==> config.mk <==
export PLATFORM = sky130hd
export DESIGN_NAME = smp_port
export DESIGN_NICKNAME = d
export VERILOG_FILES = /design/src/smp_port.v /design/src/smp_rate_div.v /design/src/smp_sync.v
export VERILOG_INCLUDE_DIRS = /design/src
export SDC_FILE = /design/constraint.sdc
export NUM_CORES = 1
export LEC_CHECK = 0
export BUFFER_PORTS_ARGS = -buffer_cell sky130_fd_sc_hd__buf_2
export CORE_AREA = 2 2 57 100
export CTS_CLUSTER_DIAMETER = 60
export DETAILED_ROUTE_END_ITERATION = 8
export DIE_AREA = 0 0 59 102
export PLACE_DENSITY_LB_ADDON = 0.05
export SYNTH_ARGS = -nofsm -noshare
export SYNTH_HDL_FRONTEND = slang
export SYNTH_HIERARCHICAL = 1
export SYNTH_SLANG_ARGS = --single-unit
==> constraint.sdc <==
create_clock -name mclk -period 1.76 [get_ports mclk]
set_input_delay 0.528 -clock mclk [delete_from_list [all_inputs] [get_ports mclk]]
set_output_delay 0.528 -clock mclk [all_outputs]
set_load 0.02 [all_outputs]
==> src/smp_defines.vh <==
`ifndef SMP_DEFINES_VH
`define SMP_DEFINES_VH

// control word field positions
`define SMP_CTL_RATE_LO   0
`define SMP_CTL_RATE_HI   1
`define SMP_CTL_PHASE     2
`define SMP_CTL_POLARITY  3
`define SMP_CTL_MASTER    4
`define SMP_CTL_ENABLE    6
`define SMP_CTL_IRQ_EN    7

// reset values
`define SMP_CTL_RESET     8'h00
`define SMP_BYTE_RESET    8'h00

// bits per character, last bit index
`define SMP_BYTE_BITS     8
`define SMP_LAST_BIT      3'h7

// sck half period terminal counts, half period minus one in mclk cycles (divide by 2, 4, 16, 32)
`define SMP_HALF_DIV2     4'h0
`define SMP_HALF_DIV4     4'h1
`define SMP_HALF_DIV16    4'h7
`define SMP_HALF_DIV32    4'hF

`endif

==> src/smp_port.v <==
// What this block does
// external master holds select low per transaction
// master with select low sets mode fault
// phase 0: select gates clock, high between bytes
// phase 1: select may stay low across bytes
// master ignores select pin except fault check
// one byte per eight sck cycles
// polarity and phase pick four timings
// master presents data half cycle before sampling
// rate bits only matter in master role
// miso input as master, output as slave
// unselected slave releases miso
// mosi output as master, input as slave
// full duplex, received byte replaces sent
// write during transfer discarded, sets collision
// completion flag set after eight bits
// master sck idles at polarity, eight clocks
// slave shifts mosi, full byte to buffer
// slave write loads shift register directly
// enabled port drives its pins itself
// master at most half internal clock
// rate pair divides by 2, 4, 16, 32
// mode fault clears enable and master bits
// completion cleared by status read, data access
// byte arriving with flag set is dropped
// reset leaves port disabled, slave, flags clear
`timescale 1ns/1ps
`include "smp_defines.vh"

module smp_port (
   // clock and reset
   input  wire       mclk,
   input  wire       sys_rst,
   // control word write
   input  wire       ctrl_wr,
   input  wire [7:0] ctrl_wdata,
   // status read strobe
   input  wire       stat_rd,
   // data access strobes
   input  wire       data_wr,
   input  wire [7:0] data_wdata,
   input  wire       data_rd,
   // software visible state
   output reg  [7:0] port_control_reg,
   output reg  [7:0] port_data_reg,
   output reg        transfer_done_flag,
   output reg        write_collision_flag,
   output reg        mode_fault_flag,
   output reg        port_irq,
   // slave select pin, input only
   input  wire       ss_n_in,
   // serial clock pin
   input  wire       sck_in,
   output reg        sck_out,
   output reg        sck_oe_n,
   // master out slave in pin
   input  wire       mosi_in,
   output wire       mosi_out,
   output reg        mosi_oe_n,
   // master in slave out pin
   input  wire       miso_in,
   output wire       miso_out,
   output reg        miso_oe_n
);

   ////////////////////////////////////////////////////////////////////////
   // control fields and pin synchronisers

   wire       irq_en   = port_control_reg[`SMP_CTL_IRQ_EN];
   wire       enabled  = port_control_reg[`SMP_CTL_ENABLE];
   wire       is_mst   = port_control_reg[`SMP_CTL_MASTER];
   wire       polarity = port_control_reg[`SMP_CTL_POLARITY];
   wire       phase    = port_control_reg[`SMP_CTL_PHASE];
   wire [1:0] rate     = {port_control_reg[`SMP_CTL_RATE_HI],
                          port_control_reg[`SMP_CTL_RATE_LO]};

   wire [3:0] pins_sync;
   wire       ss_n_s = pins_sync[3];
   wire       sck_s  = pins_sync[2];
   wire       mosi_s = pins_sync[1];
   wire       miso_s = pins_sync[0];

   smp_sync #(
      .WIDTH    (4)
   ) u_sync (
      .mclk     (mclk),
      .sys_rst  (sys_rst),
      .async_in ({ss_n_in, sck_in, mosi_in, miso_in}),
      .sync_out (pins_sync)
   );

   ////////////////////////////////////////////////////////////////////////
   // shift engine state

   reg  [7:0] shift_reg;
   reg        sample_bit;
   reg        tx_bit;
   reg  [2:0] bit_cnt;
   reg        m_active;
   reg        in_byte;
   reg        sck_s_d;
   reg        done_seen;
   reg        write_collision_flag_seen;
   reg        mode_fault_flag_seen;

   wire       master_on = enabled & is_mst;
   wire       slave_on  = enabled & ~is_mst;

   // same register feeds both data pins, only one is enabled at a time
   assign mosi_out = tx_bit;
   assign miso_out = tx_bit;

   ////////////////////////////////////////////////////////////////////////
   // master clock generation

   wire       rate_tick;

   // divider sets half period
   // divider runs only as master
   // fastest rate is half mclk
   smp_rate_div u_div (
      .mclk    (mclk),
      .sys_rst (sys_rst),
      .run     (m_active),
      .rate    (rate),
      .tick    (rate_tick)
   );

   // leading edge leaves idle level
   wire m_lead  = m_active & rate_tick & (sck_out == polarity);
   wire m_trail = m_active & rate_tick & (sck_out != polarity);

   ////////////////////////////////////////////////////////////////////////
   // slave edge detection

   // polarity acts as an inverter on sck
   wire sck_n   = sck_s ^ polarity;
   wire sck_n_d = sck_s_d ^ polarity;

   // select gates the shift clock
   // phase 1 keeps counting across bytes
   wire s_sel   = slave_on & ~ss_n_s;
   wire s_lead  = s_sel & sck_n & ~sck_n_d;
   wire s_trail = s_sel & ~sck_n & sck_n_d;

   wire lead    = m_lead | s_lead;
   wire trail   = m_trail | s_trail;
   // master samples miso
   // slave samples mosi
   wire rx_in   = is_mst ? miso_s : mosi_s;
   wire byte_end = trail & (bit_cnt == `SMP_LAST_BIT);

   ////////////////////////////////////////////////////////////////////////
   // busy, write acceptance and flag clears

   // transfer window depends on role and phase
   wire busy = is_mst ? m_active :
               (phase ? in_byte : s_sel);

   // writes are ignored until the status read after completion
   wire wr_gate   = transfer_done_flag & ~done_seen;
   wire wr_take   = data_wr & enabled & ~busy & ~wr_gate;
   wire write_collision_flag_set  = data_wr & enabled & busy;
   wire data_acc  = data_rd | data_wr;
   wire done_clr  = data_acc & done_seen;
   wire write_collision_flag_clr  = data_acc & write_collision_flag_seen;
   wire mode_fault_flag_clr  = ctrl_wr & mode_fault_flag_seen;
   // own select low while master
   wire mode_fault_flag_set  = master_on & ~ss_n_s;

   wire next_done = byte_end | (transfer_done_flag & ~done_clr);
   wire next_write_collision_flag = write_collision_flag_set | (write_collision_flag & ~write_collision_flag_clr);
   wire next_mode_fault_flag = mode_fault_flag_set | (mode_fault_flag & ~mode_fault_flag_clr);

   ////////////////////////////////////////////////////////////////////////
   // control word

   // fault drops enable and master
   // disabled slave after reset
   always @(posedge mclk) begin
      if (sys_rst) begin
         port_control_reg <= `SMP_CTL_RESET;
      end else begin
         if (ctrl_wr)
            port_control_reg <= ctrl_wdata & 8'hDF;
         if (mode_fault_flag_set) begin
            port_control_reg[`SMP_CTL_ENABLE] <= 1'b0;
            port_control_reg[`SMP_CTL_MASTER] <= 1'b0;
         end
      end
   end

   ////////////////////////////////////////////////////////////////////////
   // shift register and bit timing

   always @(posedge mclk) begin
      if (sys_rst) begin
         shift_reg  <= `SMP_BYTE_RESET;
         sample_bit <= 1'b0;
         tx_bit     <= 1'b0;
         bit_cnt    <= 3'h0;
         m_active   <= 1'b0;
         in_byte    <= 1'b0;
         sck_s_d    <= 1'b1;
      end else begin
         sck_s_d <= sck_s;
         if (!enabled || mode_fault_flag_set) begin
            m_active <= 1'b0;
            in_byte  <= 1'b0;
            bit_cnt  <= 3'h0;
         end else if (wr_take) begin
            // write goes straight to shift register
            shift_reg <= data_wdata;
            tx_bit    <= data_wdata[7];
            bit_cnt   <= 3'h0;
            // master write starts eight clocks
            m_active  <= is_mst;
         end else if (slave_on && ss_n_s) begin
            // select high ends the character
            bit_cnt <= 3'h0;
            in_byte <= 1'b0;
         end else begin
            if (lead) begin
               in_byte <= 1'b1;
               if (phase)
                  // phase 1 puts bit out on leading edge
                  tx_bit <= shift_reg[7];
               else
                  sample_bit <= rx_in;
            end
            if (trail) begin
               // received bits replace sent bits
               // most significant bit first
               if (phase) begin
                  shift_reg <= {shift_reg[6:0], rx_in};
               end else begin
                  shift_reg <= {shift_reg[6:0], sample_bit};
                  // next bit half a cycle ahead
                  tx_bit    <= shift_reg[6];
               end
               bit_cnt <= bit_cnt + 3'h1;
            end
            // eight clocks then stop
            if (byte_end) begin
               m_active <= 1'b0;
               in_byte  <= 1'b0;
            end
         end
      end
   end

   ////////////////////////////////////////////////////////////////////////
   // master sck pin level

   // idle at polarity, toggle each half period
   always @(posedge mclk) begin
      if (sys_rst)
         sck_out <= 1'b0;
      else if (!m_active)
         sck_out <= polarity;
      else if (rate_tick)
         sck_out <= ~sck_out;
   end

   ////////////////////////////////////////////////////////////////////////
   // read buffer

   // full byte copied to read buffer
   // overrun byte is lost
   always @(posedge mclk) begin
      if (sys_rst) begin
         port_data_reg <= `SMP_BYTE_RESET;
      end else if (byte_end && (!transfer_done_flag || done_clr)) begin
         if (phase)
            port_data_reg <= {shift_reg[6:0], rx_in};
         else
            port_data_reg <= {shift_reg[6:0], sample_bit};
      end
   end

   ////////////////////////////////////////////////////////////////////////
   // status flags, set wins over clear

   always @(posedge mclk) begin
      if (sys_rst) begin
         transfer_done_flag   <= 1'b0;
         write_collision_flag <= 1'b0;
         mode_fault_flag      <= 1'b0;
         done_seen            <= 1'b0;
         write_collision_flag_seen            <= 1'b0;
         mode_fault_flag_seen            <= 1'b0;
         port_irq             <= 1'b0;
      end else begin
         // completion after last bit
         transfer_done_flag   <= next_done;
         // collision write flagged
         write_collision_flag <= next_write_collision_flag;
         // fault flag held until cleared
         mode_fault_flag      <= next_mode_fault_flag;
         // status read arms the clear
         done_seen <= next_done & (done_seen | (stat_rd & transfer_done_flag))
                      & ~byte_end;
         write_collision_flag_seen <= next_write_collision_flag & (write_collision_flag_seen | (stat_rd & write_collision_flag))
                      & ~write_collision_flag_set;
         mode_fault_flag_seen <= next_mode_fault_flag & (mode_fault_flag_seen | (stat_rd & mode_fault_flag))
                      & ~mode_fault_flag_set;
         // interrupt when enabled
         port_irq  <= irq_en & (next_done | next_mode_fault_flag);
      end
   end

   ////////////////////////////////////////////////////////////////////////
   // pin direction

   // port takes over pin directions
   // miso driven only by slave
   // unselected slave releases miso
   // select pin never driven here
   always @(posedge mclk) begin
      if (sys_rst) begin
         sck_oe_n  <= 1'b1;
         mosi_oe_n <= 1'b1;
         miso_oe_n <= 1'b1;
      end else begin
         sck_oe_n  <= ~(master_on & ~mode_fault_flag_set);
         mosi_oe_n <= ~(master_on & ~mode_fault_flag_set);
         miso_oe_n <= ~(slave_on & ~ss_n_s);
      end
   end

endmodule

==> src/smp_rate_div.v <==
`timescale 1ns/1ps
`include "smp_defines.vh"

module smp_rate_div (
   // clock and reset
   input  wire       mclk,
   input  wire       sys_rst,
   // control
   input  wire       run,
   input  wire [1:0] rate,
   // one pulse per sck half period
   output reg        tick
);

   reg [3:0] cnt;
   reg [3:0] half_end;

   // half period length from the rate pair
   always @* begin
      case (rate)
         2'b00:   half_end = `SMP_HALF_DIV2;
         2'b01:   half_end = `SMP_HALF_DIV4;
         2'b10:   half_end = `SMP_HALF_DIV16;
         default: half_end = `SMP_HALF_DIV32;
      endcase
   end

   // free count while running, restarts when stopped
   always @(posedge mclk) begin
      if (sys_rst || !run) begin
         cnt  <= 4'h0;
         tick <= 1'b0;
      end else if (cnt == half_end) begin
         cnt  <= 4'h0;
         tick <= 1'b1;
      end else begin
         cnt  <= cnt + 4'h1;
         tick <= 1'b0;
      end
   end

endmodule

==> src/smp_sync.v <==
`timescale 1ns/1ps
`include "smp_defines.vh"

module smp_sync #(
   parameter WIDTH = 4
) (
   // clock and reset
   input  wire             mclk,
   input  wire             sys_rst,
   // asynchronous levels in, synchronised levels out
   input  wire [WIDTH-1:0] async_in,
   output reg  [WIDTH-1:0] sync_out
);

   reg [WIDTH-1:0] stage1;

   // two flip-flop synchroniser, pins idle high
   always @(posedge mclk) begin
      if (sys_rst) begin
         stage1   <= {WIDTH{1'b1}};
         sync_out <= {WIDTH{1'b1}};
      end else begin
         stage1   <= async_in;
         sync_out <= stage1;
      end
   end

endmodule
* Word-level counts from Yosys, hierarchy flattened *
Index checks and enable logic that the tools add are counted.
W data, S select, Z words.

storage, ports and cells
  register bits after elaboration = 54
  latch bits = 0
  RAM bits = 0
  bits in read-only memories = 0
  bits of input ports = 26
  output and inout port bits = 26
  word-level logic and storage cells = 144
  memories kept = 0

cells by class
  $add $sub $neg = 2
  multipliers = 0
  div/mod/pow operators = 0
  magnitude comparators = 0
  equality and inequality tests = 8
  shifts and indexed selects = 0
  mux-type cells = 23
  bitwise gates (word level) = 66
  reductions and logical operators = 21

operators by type and width
  cell                   count
  $and A1 B1 Y1          34
  $mux W8                3
  $not A1 Y1             20
  $mux W1                19
  $pmux W4 S3            1
  $or A1 B1 Y1           10
  $reduce_and A2 Y1      3
  $reduce_or A2 Y1       3
  $reduce_and A5 Y1      1
  $add A4 B1 Y4 const B  1
  $eq A4 B4 Y1           1
  $reduce_bool A2 Y1     2
  $reduce_or A4 Y1       1
  $add A3 B1 Y3 const B  1
  $eq A3 B3 Y1 const B   1
  $logic_not A1 Y1       3
  $logic_or A1 B1 Y1     3
  $reduce_and A3 Y1      1
  $reduce_bool A3 Y1     1
  $eq A2 B1 Y1 const B   1
  $eq A2 B2 Y1 const B   1
  $logic_and A1 B1 Y1    2
  $logic_not A2 Y1       1
  $ne A2 B1 Y1 const B   1
  other kinds (4)        5

* Longest topological paths before layout *
Gate-level depths: netlist (run 1).

  depth after elaboration = 11
  mapped depth = 8
  depth with buffers taken out = 5

* Modules after synthesis *
The synthesis (run 1) kept the hierarchy.

by module, submodules not included
  module        times used  cells each  area an instance (sq um)  seq. area each (sq um)
  smp_port      1           217         1991.9                    820.8
  smp_rate_div  1           23          235.2                     100.1
  smp_sync      1           16          210.2                     160.2

* Worst setup path after synthesis (run 1) *
Ideal clock, no wire load.

  kind = register -> register
  from = register port_control_reg[6]
  to = register shift_reg[0]
  setup time = 88 ps
  data arrival time = 1835 ps
  data required time = 1672 ps
  setup slack = -163 ps
  cell stages (with the launch flop) = 9
  buffers on the path = 3
  clock period less this slack = 1923 ps
  cells stage by stage = dfxtp_1 > buf_4 > nor3b_4 > o22ai_2 > a221o_1 > buf_6 > and2_4 > buf_6 > a311oi_2

on the way
  word-level cells in the longest chain between the ends = 9
  elaborated cells between the ends (all ways) = 21
  classes of those cells = 1 x eq/ne; 3 x mux; 12 x bitwise; 5 x reduce/logical

ends and longest elaborated chain
  what                                                                 line            RTL
  start, declared                                                      smp_port.v:44   output reg [7:0] port_control_reg,
  start signal, assigned                                               smp_port.v:182  port_control_reg <= `SMP_CTL_RESET;
  start signal, assigned                                               smp_port.v:185  port_control_reg <= ctrl_wdata & 8'hDF;
  $and A1 B1 Y1                                                        smp_port.v:107  wire slave_on = enabled & ~is_mst;
  $and A1 B1 Y1                                                        smp_port.v:142  wire s_sel = slave_on & ~ss_n_s;
  $mux W1                                                              smp_port.v:158  (phase ? in_byte : s_sel);
  $mux W1                                                              smp_port.v:157  wire busy = is_mst ? m_active :
  $not A1 Y1                                                           smp_port.v:162  wire wr_take = data_wr & enabled & ~busy & ~wr_gate;
  $and A1 B1 Y1 (2 in a row)                                           smp_port.v:162
  $ne A2 B2 Y1 (no source line) or $reduce_bool A2 Y1 (tied branches)  --
  $reduce_and A3 Y1 (no source line)                                   --
  end signal, assigned                                                 smp_port.v:198  shift_reg <= `SMP_BYTE_RESET;
  end signal, assigned                                                 smp_port.v:213  shift_reg <= data_wdata;
  end signal, assigned                                                 smp_port.v:235  shift_reg <= {shift_reg[6:0], rx_in};
  end, declared                                                        smp_port.v:95   reg [7:0] shift_reg;

Several ways; a longest one is shown, not always the timed one.
A chain may end at the register's enable or synchronous reset.

* Worst setup path after layout (run 1) *
  from = register port_control_reg[3]
  to = register shift_reg[4]

on the way
  word-level cells in the longest chain between the ends = 7
  elaborated cells between the ends (all ways) = 10
  classes of those cells = 1 x eq/ne; 7 x bitwise; 2 x reduce/logical

ends and longest elaborated chain
  what                                     line            RTL
  $xor A1 B1 Y1                            smp_port.v:137  wire sck_n = sck_s ^ polarity;
  $not A1 Y1                               smp_port.v:144  wire s_trail = s_sel & ~sck_n & sck_n_d;
  $and A1 B1 Y1 (2 in a row)               smp_port.v:144
  $or A1 B1 Y1 (*)                         smp_port.v:147  wire trail = m_trail | s_trail;
  $reduce_bool A2 Y1 (no source line) (*)  --
  $reduce_and A3 Y1 (no source line) (*)   --

Mark *: on every way between the ends. The rest lies on a longest branch, timed or not.

==> run metrics, run 1 <==
Yosys reg bits 54; # clock sinks 54; number of flops mapped to enable cells by yosys 0; P per Cell Area 734 nW/um2; number of CTS-inserted buffers 5; Setup crit start kind flip-flop; Initial DRC Count between 50 and 60; CTS root buf clkbuf_8; worst path arrival time between 1500 and 2000 ps; Final nets 358; die extent in y 102 um; area delta synth->final 26.0%; synthesized cell area 2440 um2; Post-DP HPWL 4310 um; Cell Rows 35; ys flop type dfxtp_1; pre-CTS setup slack -23.0 ps; Reg clk slew, reported paths 90 ps; Mean Syn Cell Area approximately 9.5 um2; ANT nets after route 0; drt wl/cell 14.3 um; Pre-antenna DRT Iters 6; endpoints failing setup 0; yosys warns 6; Final Max Tran Viols 0; via count of the routed design a little over 2000; Worst Skew 9.57 ps; cells after synthesis between 200 and 300; TritonCTS clock tree yes; CTS H-tree depth 2; ratio of cells with drive above 1 in the final layout 37.6%; first-pass GRT wire length 8780 um; vias in the first global route ~1900; # diodes 0; final cell count without fillers just under 400; Max Cap Violations 0; GRT overflow 0; # IOs 52; Placed Cells incl. Taps between 300 and 400; critical path capture point type flip-flop; Peak VDD IR about 0.43 mV; net count after synthesis about 290; die area 6020 um2; Final Hold Fails 0; Netlist cell types 50; largest net degree at the start of global routing 25; routability cong. slightly above 0.8; post-route setup TNS 0 ps; fin crit period ~1700 ps; asr flop ratio synth 0%; core area roughly 5200 um2; worst hold path type input port to flip-flop; final worst slack slightly below 70 ps; design area between 3000 and 4000 um2; WS Path Type flip-flop to flip-flop; FMAX 591 MHz; status finished, final reports clean; Routed WL between 5000 and 6000 um; Tcrit/Tclk final 96.1%; DR vias/cell roughly 5.4; unrepaired setup endpoints after global routing yes; Bufs on Longest Clock Path 2; die width 59 um; gr usage total about a fifth; Starting Density between 40% and 50%; Static Leakage about 1.4 nW; Seq/Total Area, Yosys around 44%; DRC errors left 0; Worst-Skew Late Latency 310 ps; initial antenna violation count 0; Crit path required time around 2000 ps; Worst Path Max Fanout 8; dpl cell area 2930 um2; port bufs between 40 and 50
-- cell type report --
cell class                      count  area (um2)
Clock buffer                        6        82.6
Clock inverter                      2        12.5
Fill cell                         497        2100
Inverter                            6        22.5
Multi-Input combinational cell    181        1270
Sequential cell                    54        1090
Tap cell                           55        68.8
Timing Repair Buffer               81         518
-- critical path, stage by stage (launching register included) --
cell and delay (ps):
dfxtp_4 370, or3b_4 390, a21boi_4 230, a221o_1 220
and2_4 260, a311oi_2 110
-- metrics by stage --
stage | utilization (%) | hold slack, ps | power [mW]
global placement | 56.6 | 386 | 1.54
detailed placement | 56.6 | 389 | 1.55
floorplan | - | 383 | 1.44
CTS | 58.6 | 379 | 2.27
global route | 59.4 | 388 | 2.34
finish | 59.4 | 388 | 2.25
-- power breakdown --
group / internal [mW] / total [mW] / switching [mW] / leakage [nW]
sequential: 1.25 / 1.27 / 0.0235 / 0.440
combinational: 0.118 / 0.250 / 0.132 / 0.868
clock: 0.317 / 0.735 / 0.418 / 0.0472
total: 1.68 / 2.25 / 0.573 / 1.36
-- cell usage after synthesis (all sizes together), types with 4 or more instances --
cell type | count | share of area, %
a311oi | 9 | 5.0
nand2b | 4 | 1.0
a21oi | 19 | 3.9
buf | 8 | 2.8
clkbuf | 7 | 1.1
nor2 | 33 | 5.1
nand2 | 23 | 3.5
o21ai | 6 | 1.2
nor3b | 4 | 1.7
inv | 6 | 0.92
or2 | 12 | 3.1
dfxtp | 54 | 44
nor4 | 4 | 1.0
mux2i | 20 | 8.2
-- path summary, 6_finish.rpt --
check / to / slack (ps) / from / cells after the start
worst max register to register: shift_reg[4]$_SDFFE_PP0P_ / 70 / port_control_reg[3]$_SDFFE_PP0P_ / 5
worst max-delay path: shift_reg[4]$_SDFFE_PP0P_ / 70 / port_control_reg[3]$_SDFFE_PP0P_ / 5
worst min register to register: u_sync/sync_out[3]$_SDFF_PP1_ / 420 / u_sync/stage1[3]$_SDFF_PP1_ / 1
worst min-delay path: u_sync/stage1[3]$_SDFF_PP1_ / 390 / ss_n_in / 2
-- layout by cell type (no fill, tap or decap), drive strengths merged, types with 2 or more instances in the layout --
master,count
nand4,3
nor4b,2
nor4,4
a21oi,19
o21ai,6
and3,2
dfxtp,54
nand2b,4
nor3b,4
mux2i,20
o22ai,2
or2,12
o211ai,3
ha,3
xor2,3
a311oi,9
nand3b,2
nand2,23
nor3,3
and2,3
inv,6
a211oi,2
clkbuf,6
xnor2,3
nor2,33
buf,81
a2bb2o,2
nand3,2
-- logic make-up (layout without fill, tap and decap cells) --
family / Yosys count / count (layout) / share of synthesized area [%]
xor+xnor: 6 / 6 / 2.46
fa+ha+maj: 3 / 3 / 1.54
simple gates: 100 / 100 / 21.1
flops: 54 / 54 / 44.4
mux: 21 / 21 / 8.68
buf+inv: 21 / 95 / 4.83
compound gates: 50 / 50 / 16.8
other cells: 1 / 1 / 0.154
-- repair_timing --
action,4_1_cts,5_1_grt
setup buffers,0,1
hold buffers,0,0
endpoints found under the setup margin,9,13
pin swaps,1,10
gates resized for setup,1,11
-- metal layers --
layer / up-vias / part of all wire (%) / global-route usage, %
li1: 1046 / - / -
met1: 973 / 39 / 20.2
met4: 0 / 1.5 / 7.34
met2: 36 / 58 / 36.9
met3: 7 / 2.3 / 2.66
met5: - / 0 / 0
Note: power is estimated with default switching activity, not from simulation.
==> run 2, diff against run 1 <==
--- a/config.mk
+++ b/config.mk
@@ -7,12 +7,11 @@
 export NUM_CORES = 1
 export LEC_CHECK = 0
 export BUFFER_PORTS_ARGS = -buffer_cell sky130_fd_sc_hd__buf_2
-export CORE_AREA = 2 2 57 100
+export CORE_AREA = 2 2 54 95
 export CTS_CLUSTER_DIAMETER = 60
 export DETAILED_ROUTE_END_ITERATION = 8
-export DIE_AREA = 0 0 59 102
+export DIE_AREA = 0 0 56 97
 export PLACE_DENSITY_LB_ADDON = 0.05
 export SYNTH_ARGS = -nofsm -noshare
 export SYNTH_HDL_FRONTEND = slang
-export SYNTH_HIERARCHICAL = 1
 export SYNTH_SLANG_ARGS = --single-unit
==> constraint.sdc (replaced) <==
create_clock -name mclk -period 1.6 [get_ports mclk]
set_input_delay 0.48 -clock mclk [delete_from_list [all_inputs] [get_ports mclk]]
set_output_delay 0.48 -clock mclk [all_outputs]
set_load 0.02 [all_outputs]
==> run 2 against run 1 <==
- the run now ends with setup timing left
- combinational power up 25%
- global-route usage up 2.6 points
- hold slack worse by 34 ps
- final area up 5.9%
- clock skew down 5.7 ps
- synthesized cell count up 2.0%
- flip-flop and latch count unchanged
- first-iteration DRC count up 11%
- via count up 4.2%
==> run metrics, run 2 <==
status finished with violations (was finished, final reports clean); failing checks setup timing; worst hold path type input port to flip-flop (unchanged); most common cell after layout, fill and taps aside buf_2 (unchanged); CTS root buf clkbuf_8 (unchanged); R2R Setup Slk -70 ps (was 70 ps); largest net degree at the start of global routing 22 (was 25); ys flop type dfxtp_1 (unchanged); FMAX 597 MHz (was 591 MHz); start point of the critical path port_control_reg[3]$_SDFFE_PP0P_ (unchanged); most frequent cells in the layout 48 x buf_2, 46 x dfxtp_1, 38 x buf_4, 30 x nor2_1, 25 x nand2_1 (was 49 x buf_2, 48 x dfxtp_1, 33 x nor2_1, 28 x buf_4, 23 x nand2_1); critical path capture point type flip-flop (unchanged); area delta synth->final 32.7% (was 26.0%); cells after synthesis 261 (was 256); Max Cap Violations 0 (unchanged); final cell count without fillers 395 (was 385); unrepaired setup endpoints after global routing yes (unchanged); drt wl/cell 14.5 um (was 14.3 um); Reg-to-Reg End shift_reg[6]$_SDFFE_PP0P_ (was shift_reg[4]$_SDFFE_PP0P_); Synth top area share 44.1% (was 44.4%); Peak VDD IR 0.899 mV (was 0.433 mV); # clock sinks 54 (unchanged); die area 5430 um2 (was 6020 um2); worst-margin pin slew 492 ps; DR vias/cell 5.44 (was 5.36); via count of the routed design 2148 (was 2062); top post-synthesis cells by count 54 x dfxtp_1, 31 x nor2_1, 25 x nand2_1, 21 x mux2i_1, 17 x a21oi_1 (was 54 x dfxtp_1, 33 x nor2_1, 23 x nand2_1, 20 x mux2i_1, 19 x a21oi_1); Mean Syn Cell Area 9.39 um2 (was 9.52 um2); net count after synthesis 290 (was 285); routability cong. 0.893 (was 0.812); TritonCTS clock tree yes (unchanged); gr usage total 21.8% (was 19.2%); Initial DRC Count 59 (was 53); Routed WL 5730 um (was 5490 um); fin crit period 1670 ps (was 1690 ps); ratio of cells with drive above 1 in the final layout 42.3% (was 37.6%); CTS H-tree depth 2 (unchanged); slew margin rel. 66.9%; Synth area leaders dfxtp_1 44%, mux2i_1 8.6%, nor2_1 4.7%, a311oi_2 4.3%, nand2_1 3.8% (was dfxtp_1 44%, mux2i_1 8.2%, nor2_1 5.1%, a311oi_2 4.3%, a21oi_1 3.9%); reg-to-reg startpoint port_control_reg[3]$_SDFFE_PP0P_ (unchanged); P per Cell Area 845 nW/um2 (was 734 nW/um2); Layout Utilization 70.3% (was 59.4%); yosys warns 0 (was 6); number of CTS-inserted buffers 5 (unchanged); Cell Rows 33 (was 35); port bufs 49 (unchanged); Post-DP HPWL 4420 um (was 4310 um); first-pass GRT wire length 9500 um (was 8780 um); die width 56 um (was 59 um); cells on worst reg2reg path 6 (was 5); Placed Cells incl. Taps 385 (was 376); biggest area consumer among synthesized cells dfxtp_1 (unchanged); CP endpoint shift_reg[6]$_SDFFE_PP0P_ (was shift_reg[4]$_SDFFE_PP0P_); Starting Density 53.0% (was 47.2%); worst path arrival time 1900 ps (was 1880 ps); Worst Skew 3.82 ps (was 9.57 ps); # diodes 0 (unchanged); final worst slack -74.5 ps (was 69.0 ps); initial antenna violation count 0 (unchanged); WS Path Type flip-flop to flip-flop (unchanged); Static Leakage 1.40 nW (was 1.36 nW); synthesized cell area 2450 um2 (was 2440 um2); DRC errors left 0 (unchanged); Tcrit/Tclk final 105% (was 96.1%); Final Max Tran Viols 0 (unchanged); Final nets 371 (was 358); Worst-Skew Late Latency 300 ps (was 310 ps); endpoints failing setup 18 (was 0); Netlist cell types 51 (was 50); post-route setup TNS -616 ps (was 0 ps); Setup crit start kind flip-flop (unchanged); Pre-antenna DRT Iters 4 (was 6); pre-CTS setup slack -265 ps (was -23.0 ps); # IOs 52 (unchanged); design area 3250 um2 (was 3070 um2); Yosys reg bits 54 (unchanged); core area 4620 um2 (was 5170 um2); GRT overflow 0 (unchanged); Final Hold Fails 0 (unchanged); hold_ws 354 ps (was 388 ps); Crit path required time 1830 ps (was 1950 ps); asr flop ratio synth 0% (unchanged); Tot Pwr 2.75 mW (was 2.25 mW); number of flops mapped to enable cells by yosys 0 (unchanged); die extent in y 97 um (was 102 um); most frequent cell after synthesis dfxtp_1 (unchanged); Bufs on Longest Clock Path 2 (unchanged); # fillers 399 (was 497); vias in the first global route 2106 (was 1901); Reg clk slew, reported paths 90 ps (about the same); Worst Path Max Fanout 8 (unchanged); Seq/Total Area, Yosys 44.1% (was 44.4%); dpl cell area 2990 um2 (was 2930 um2); ANT nets after route 0 (unchanged)
[run 2: cell types whose count changed after synthesis, sizes merged, moves of 3 or more]
cell	change
nor3	+5
buf	+4
a2bb2oi	+3
nand3	+3
nor2b	+3
nor4	-3
or2	-3
[run 2: kinds of logic after synthesis]
kind of cell	after synthesis	share of synthesized area, %
simple gates	104	21.5
flops	54	44.1
compound gates	47	15.8
buf+inv	25	5.72
mux	22	9.04
xor+xnor	5	2.09
fa+ha+maj	3	1.53
other cells	1	0.153
[run 2: area by class of cell]
cell class / count / area, um2 / share of cell area, %
flip-flops and latches: 54 / 1100 / 33.7
clock buffers: 7 / 108 / 3.31
inverters: 7 / 26.3 / 0.808
repair buffers: 92 / 602 / 18.5
clock inverters: 1 / 30.0 / 0.923
well taps: 52 / 65.1 / 2.00
multi-input cells: 182 / 1330 / 40.7
[run 2: per-layer routing]
metal / global-route usage, % / wire [um]
met5: 0 / 0
met4: 9.34 / 155
met3: 2.81 / 156
met2: 41.7 / 3280
met1: 22.8 / 2140
[run 2: how the worst min path moves through the flow]
| stage | from | to | slack, ps | cells after the start |
|---|---|---|---|---|
| 6_report | ss_n_in | u_sync.stage1[3]$_SDFF_PP1_ | 350 | 2 |
| 5_1_grt | mosi_in | u_sync.stage1[1]$_SDFF_PP1_ | 360 | 2 |
| 4_1_cts | ss_n_in | u_sync.stage1[3]$_SDFF_PP1_ | 350 | 2 |
| 3_5_place_dp | u_sync.stage1[0]$_SDFF_PP1_ | u_sync.sync_out[0]$_SDFF_PP1_ | 400 | 1 |
| 3_3_place_gp | u_sync.stage1[0]$_SDFF_PP1_ | u_sync.sync_out[0]$_SDFF_PP1_ | 390 | 1 |
| 2_1_floorplan | u_sync.stage1[0]$_SDFF_PP1_ | u_sync.sync_out[0]$_SDFF_PP1_ | 390 | 1 |
[run 2: timing repair]
action                                  in CTS  in global routing
resized for setup                           14                 11
hold endpoints to repair                     0                  0
setup buffers                                2                  0
hold buffers                                 0                  0
pin swaps                                   11                  3
endpoints found under the setup margin      22                 25
[run 2: critical path, cell delays in order, from the launching register on]
cell,delay [ps]
dfxtp_2,350
buf_6,140
xnor2_4,180
nor2_2,70
a221o_1,390
and2_4,230
a311oi_2,230
[run 2: report_power, final]
part / leakage [nW] / internal (mW) / switching, mW / total [mW]
clock network: 0.0696 / 0.604 / 0.438 / 1.04
logic: 0.894 / 0.150 / 0.163 / 0.313
registers: 0.440 / 1.37 / 0.0239 / 1.39
==> run 3, diff against run 2 <==
--- a/config.mk
+++ b/config.mk
@@ -11,7 +11,7 @@
 export CTS_CLUSTER_DIAMETER = 60
 export DETAILED_ROUTE_END_ITERATION = 8
 export DIE_AREA = 0 0 56 97
-export PLACE_DENSITY_LB_ADDON = 0.05
+export PLACE_DENSITY = 0.77
 export SYNTH_ARGS = -nofsm -noshare
 export SYNTH_HDL_FRONTEND = slang
 export SYNTH_SLANG_ARGS = --single-unit
==> run 3 against run 2 <==
- count of clock-buffer cells in the layout stayed put
- the flow still finishes with violations (setup timing)
- clock skew is 0.75 ps higher
- critical path depth stayed put
- highest routed layer unchanged
==> run metrics, run 3 (synthesis gave the netlist of run 2 again) <==
DRC errors left 0 (unchanged); # fillers 368 (was 399); Pre-antenna DRT Iters 4 (unchanged); Crit path required time 1830 ps (about the same); worst path arrival time 1900 ps (about the same); number of CTS-inserted buffers 5 (unchanged); vias in the first global route 2156 (was 2106); fin crit period 1670 ps (about the same); dpl cell area 2930 um2 (was 2990 um2); Routed WL 5890 um (was 5730 um); Reg clk slew, reported paths 90 ps (about the same); most frequent cells in the layout 49 x buf_2, 48 x dfxtp_1, 32 x buf_4, 30 x nor2_1, 25 x nand2_1 (was 48 x buf_2, 46 x dfxtp_1, 38 x buf_4, 30 x nor2_1, 25 x nand2_1); design area 3190 um2 (was 3250 um2); Setup crit start kind flip-flop (unchanged); final worst slack -74.3 ps (was -74.5 ps); Final Max Tran Viols 0 (unchanged); Initial DRC Count 51 (was 59); final cell count without fillers 389 (was 395); first-pass GRT wire length 9720 um (was 9500 um); worst hold path type input port to flip-flop (unchanged); Final nets 365 (was 371); Multi-input gate area 1370 um2 (was 1330 um2); unrepaired setup endpoints after global routing yes (unchanged); post-route setup TNS -440 ps (was -616 ps); die extent in y 97 um (unchanged); die area 5430 um2 (unchanged); endpoints failing setup 14 (was 18); Max Cap Violations 0 (unchanged); # diodes 0 (unchanged); core area 4620 um2 (unchanged); Layout Utilization 69.0% (was 70.3%); Cell Rows 33 (unchanged); CTS root buf clkbuf_8 (unchanged); ratio of cells with drive above 1 in the final layout 41.8% (was 42.3%); # IOs 52 (unchanged); TritonCTS clock tree yes (unchanged); DR vias/cell 5.50 (was 5.44); CTS H-tree depth 2 (unchanged); die width 56 um (unchanged); Tcrit/Tclk final 105% (about the same); gr usage total 22.3% (was 21.8%); status finished with violations (unchanged); port bufs 49 (unchanged); R2R Setup Slk -70 ps (about the same); Sequential Area 1100 um2 (about the same); FMAX 597 MHz (about the same); drt wl/cell 15.1 um (was 14.5 um); Peak VDD IR 0.773 mV (was 0.899 mV); Placed Cells incl. Taps 379 (was 385); area delta synth->final 30.3% (was 32.7%); slew margin rel. 66.4% (was 66.9%); most common cell after layout, fill and taps aside buf_2 (unchanged); P per Cell Area 784 nW/um2 (was 845 nW/um2); Worst Path Max Fanout 7 (was 8); Final Hold Fails 0 (unchanged); worst-margin pin slew 498 ps (was 492 ps); hold_ws 342 ps (was 354 ps); Bufs on Longest Clock Path 2 (unchanged); Static Leakage 1.36 nW (was 1.40 nW); routability cong. 0.955 (was 0.893); initial antenna violation count 0 (unchanged); ANT nets after route 0 (unchanged); Worst Skew 4.57 ps (was 3.82 ps); failing checks setup timing (unchanged); # clock sinks 54 (unchanged); via count of the routed design 2139 (was 2148); Worst-Skew Late Latency 310 ps (was 300 ps); largest net degree at the start of global routing 18 (was 22); Starting Density 53.0% (unchanged); Tot Pwr 2.50 mW (was 2.75 mW); GRT overflow 0 (unchanged); Post-DP HPWL 4190 um (was 4420 um); pre-CTS setup slack -223 ps (was -265 ps); WS Path Type flip-flop to flip-flop (unchanged); critical path capture point type flip-flop (unchanged)
==> run 3: area by class of cell <==
class	instances	area share, %
clock buffer	7	2.70
tap	52	2.04
multi-input combinational	182	42.8
inverter	7	0.823
clock inverter	1	0.274
sequential	54	34.4
timing repair buffer	86	17.0
==> run 3: worst paths after layout <==
kind | from | end | cells after the start
worst max-delay path | port_control_reg[3]$_SDFFE_PP0P_ | shift_reg[2]$_SDFFE_PP0P_ | 6
worst min-delay path | mosi_in | u_sync.stage1[1]$_SDFF_PP1_ | 2
worst max register to register | port_control_reg[3]$_SDFFE_PP0P_ | shift_reg[2]$_SDFFE_PP0P_ | 6
worst min register to register | u_sync.stage1[0]$_SDFF_PP1_ | u_sync.sync_out[0]$_SDFF_PP1_ | 1
==> run 3: per-layer routing <==
metal | global-route usage (%) | share of wire (%)
met3 | 4.81 | 4.0
met1 | 23.3 | 36
met5 | 0 | 0
met2 | 40.3 | 56
met4 | 11.5 | 4.0
==> run 3: critical path: stages (launching register included) <==
cell      delay, ps
dfxtp_4         370
or3b_4          380
a21boi_4        170
a221o_1         200
buf_6           160
a21oi_2          60
a311oi_2        240
==> run 3: power by group <==
| group | switching [mW] | internal (mW) | leakage (nW) |
|---|---|---|---|
| clock network | 0.443 | 0.358 | 0.0489 |
| registers | 0.0271 | 1.37 | 0.442 |
| logic | 0.163 | 0.144 | 0.866 |
| total | 0.634 | 1.87 | 1.36 |
==> run 3: timing repair <==
item,4_1_cts,5_1_grt
pin swaps,9,9
endpoints found under the setup margin,22,27
hold buffers,0,0
gates resized for setup,16,16
buffers inserted,2,0
gates cloned,0,0
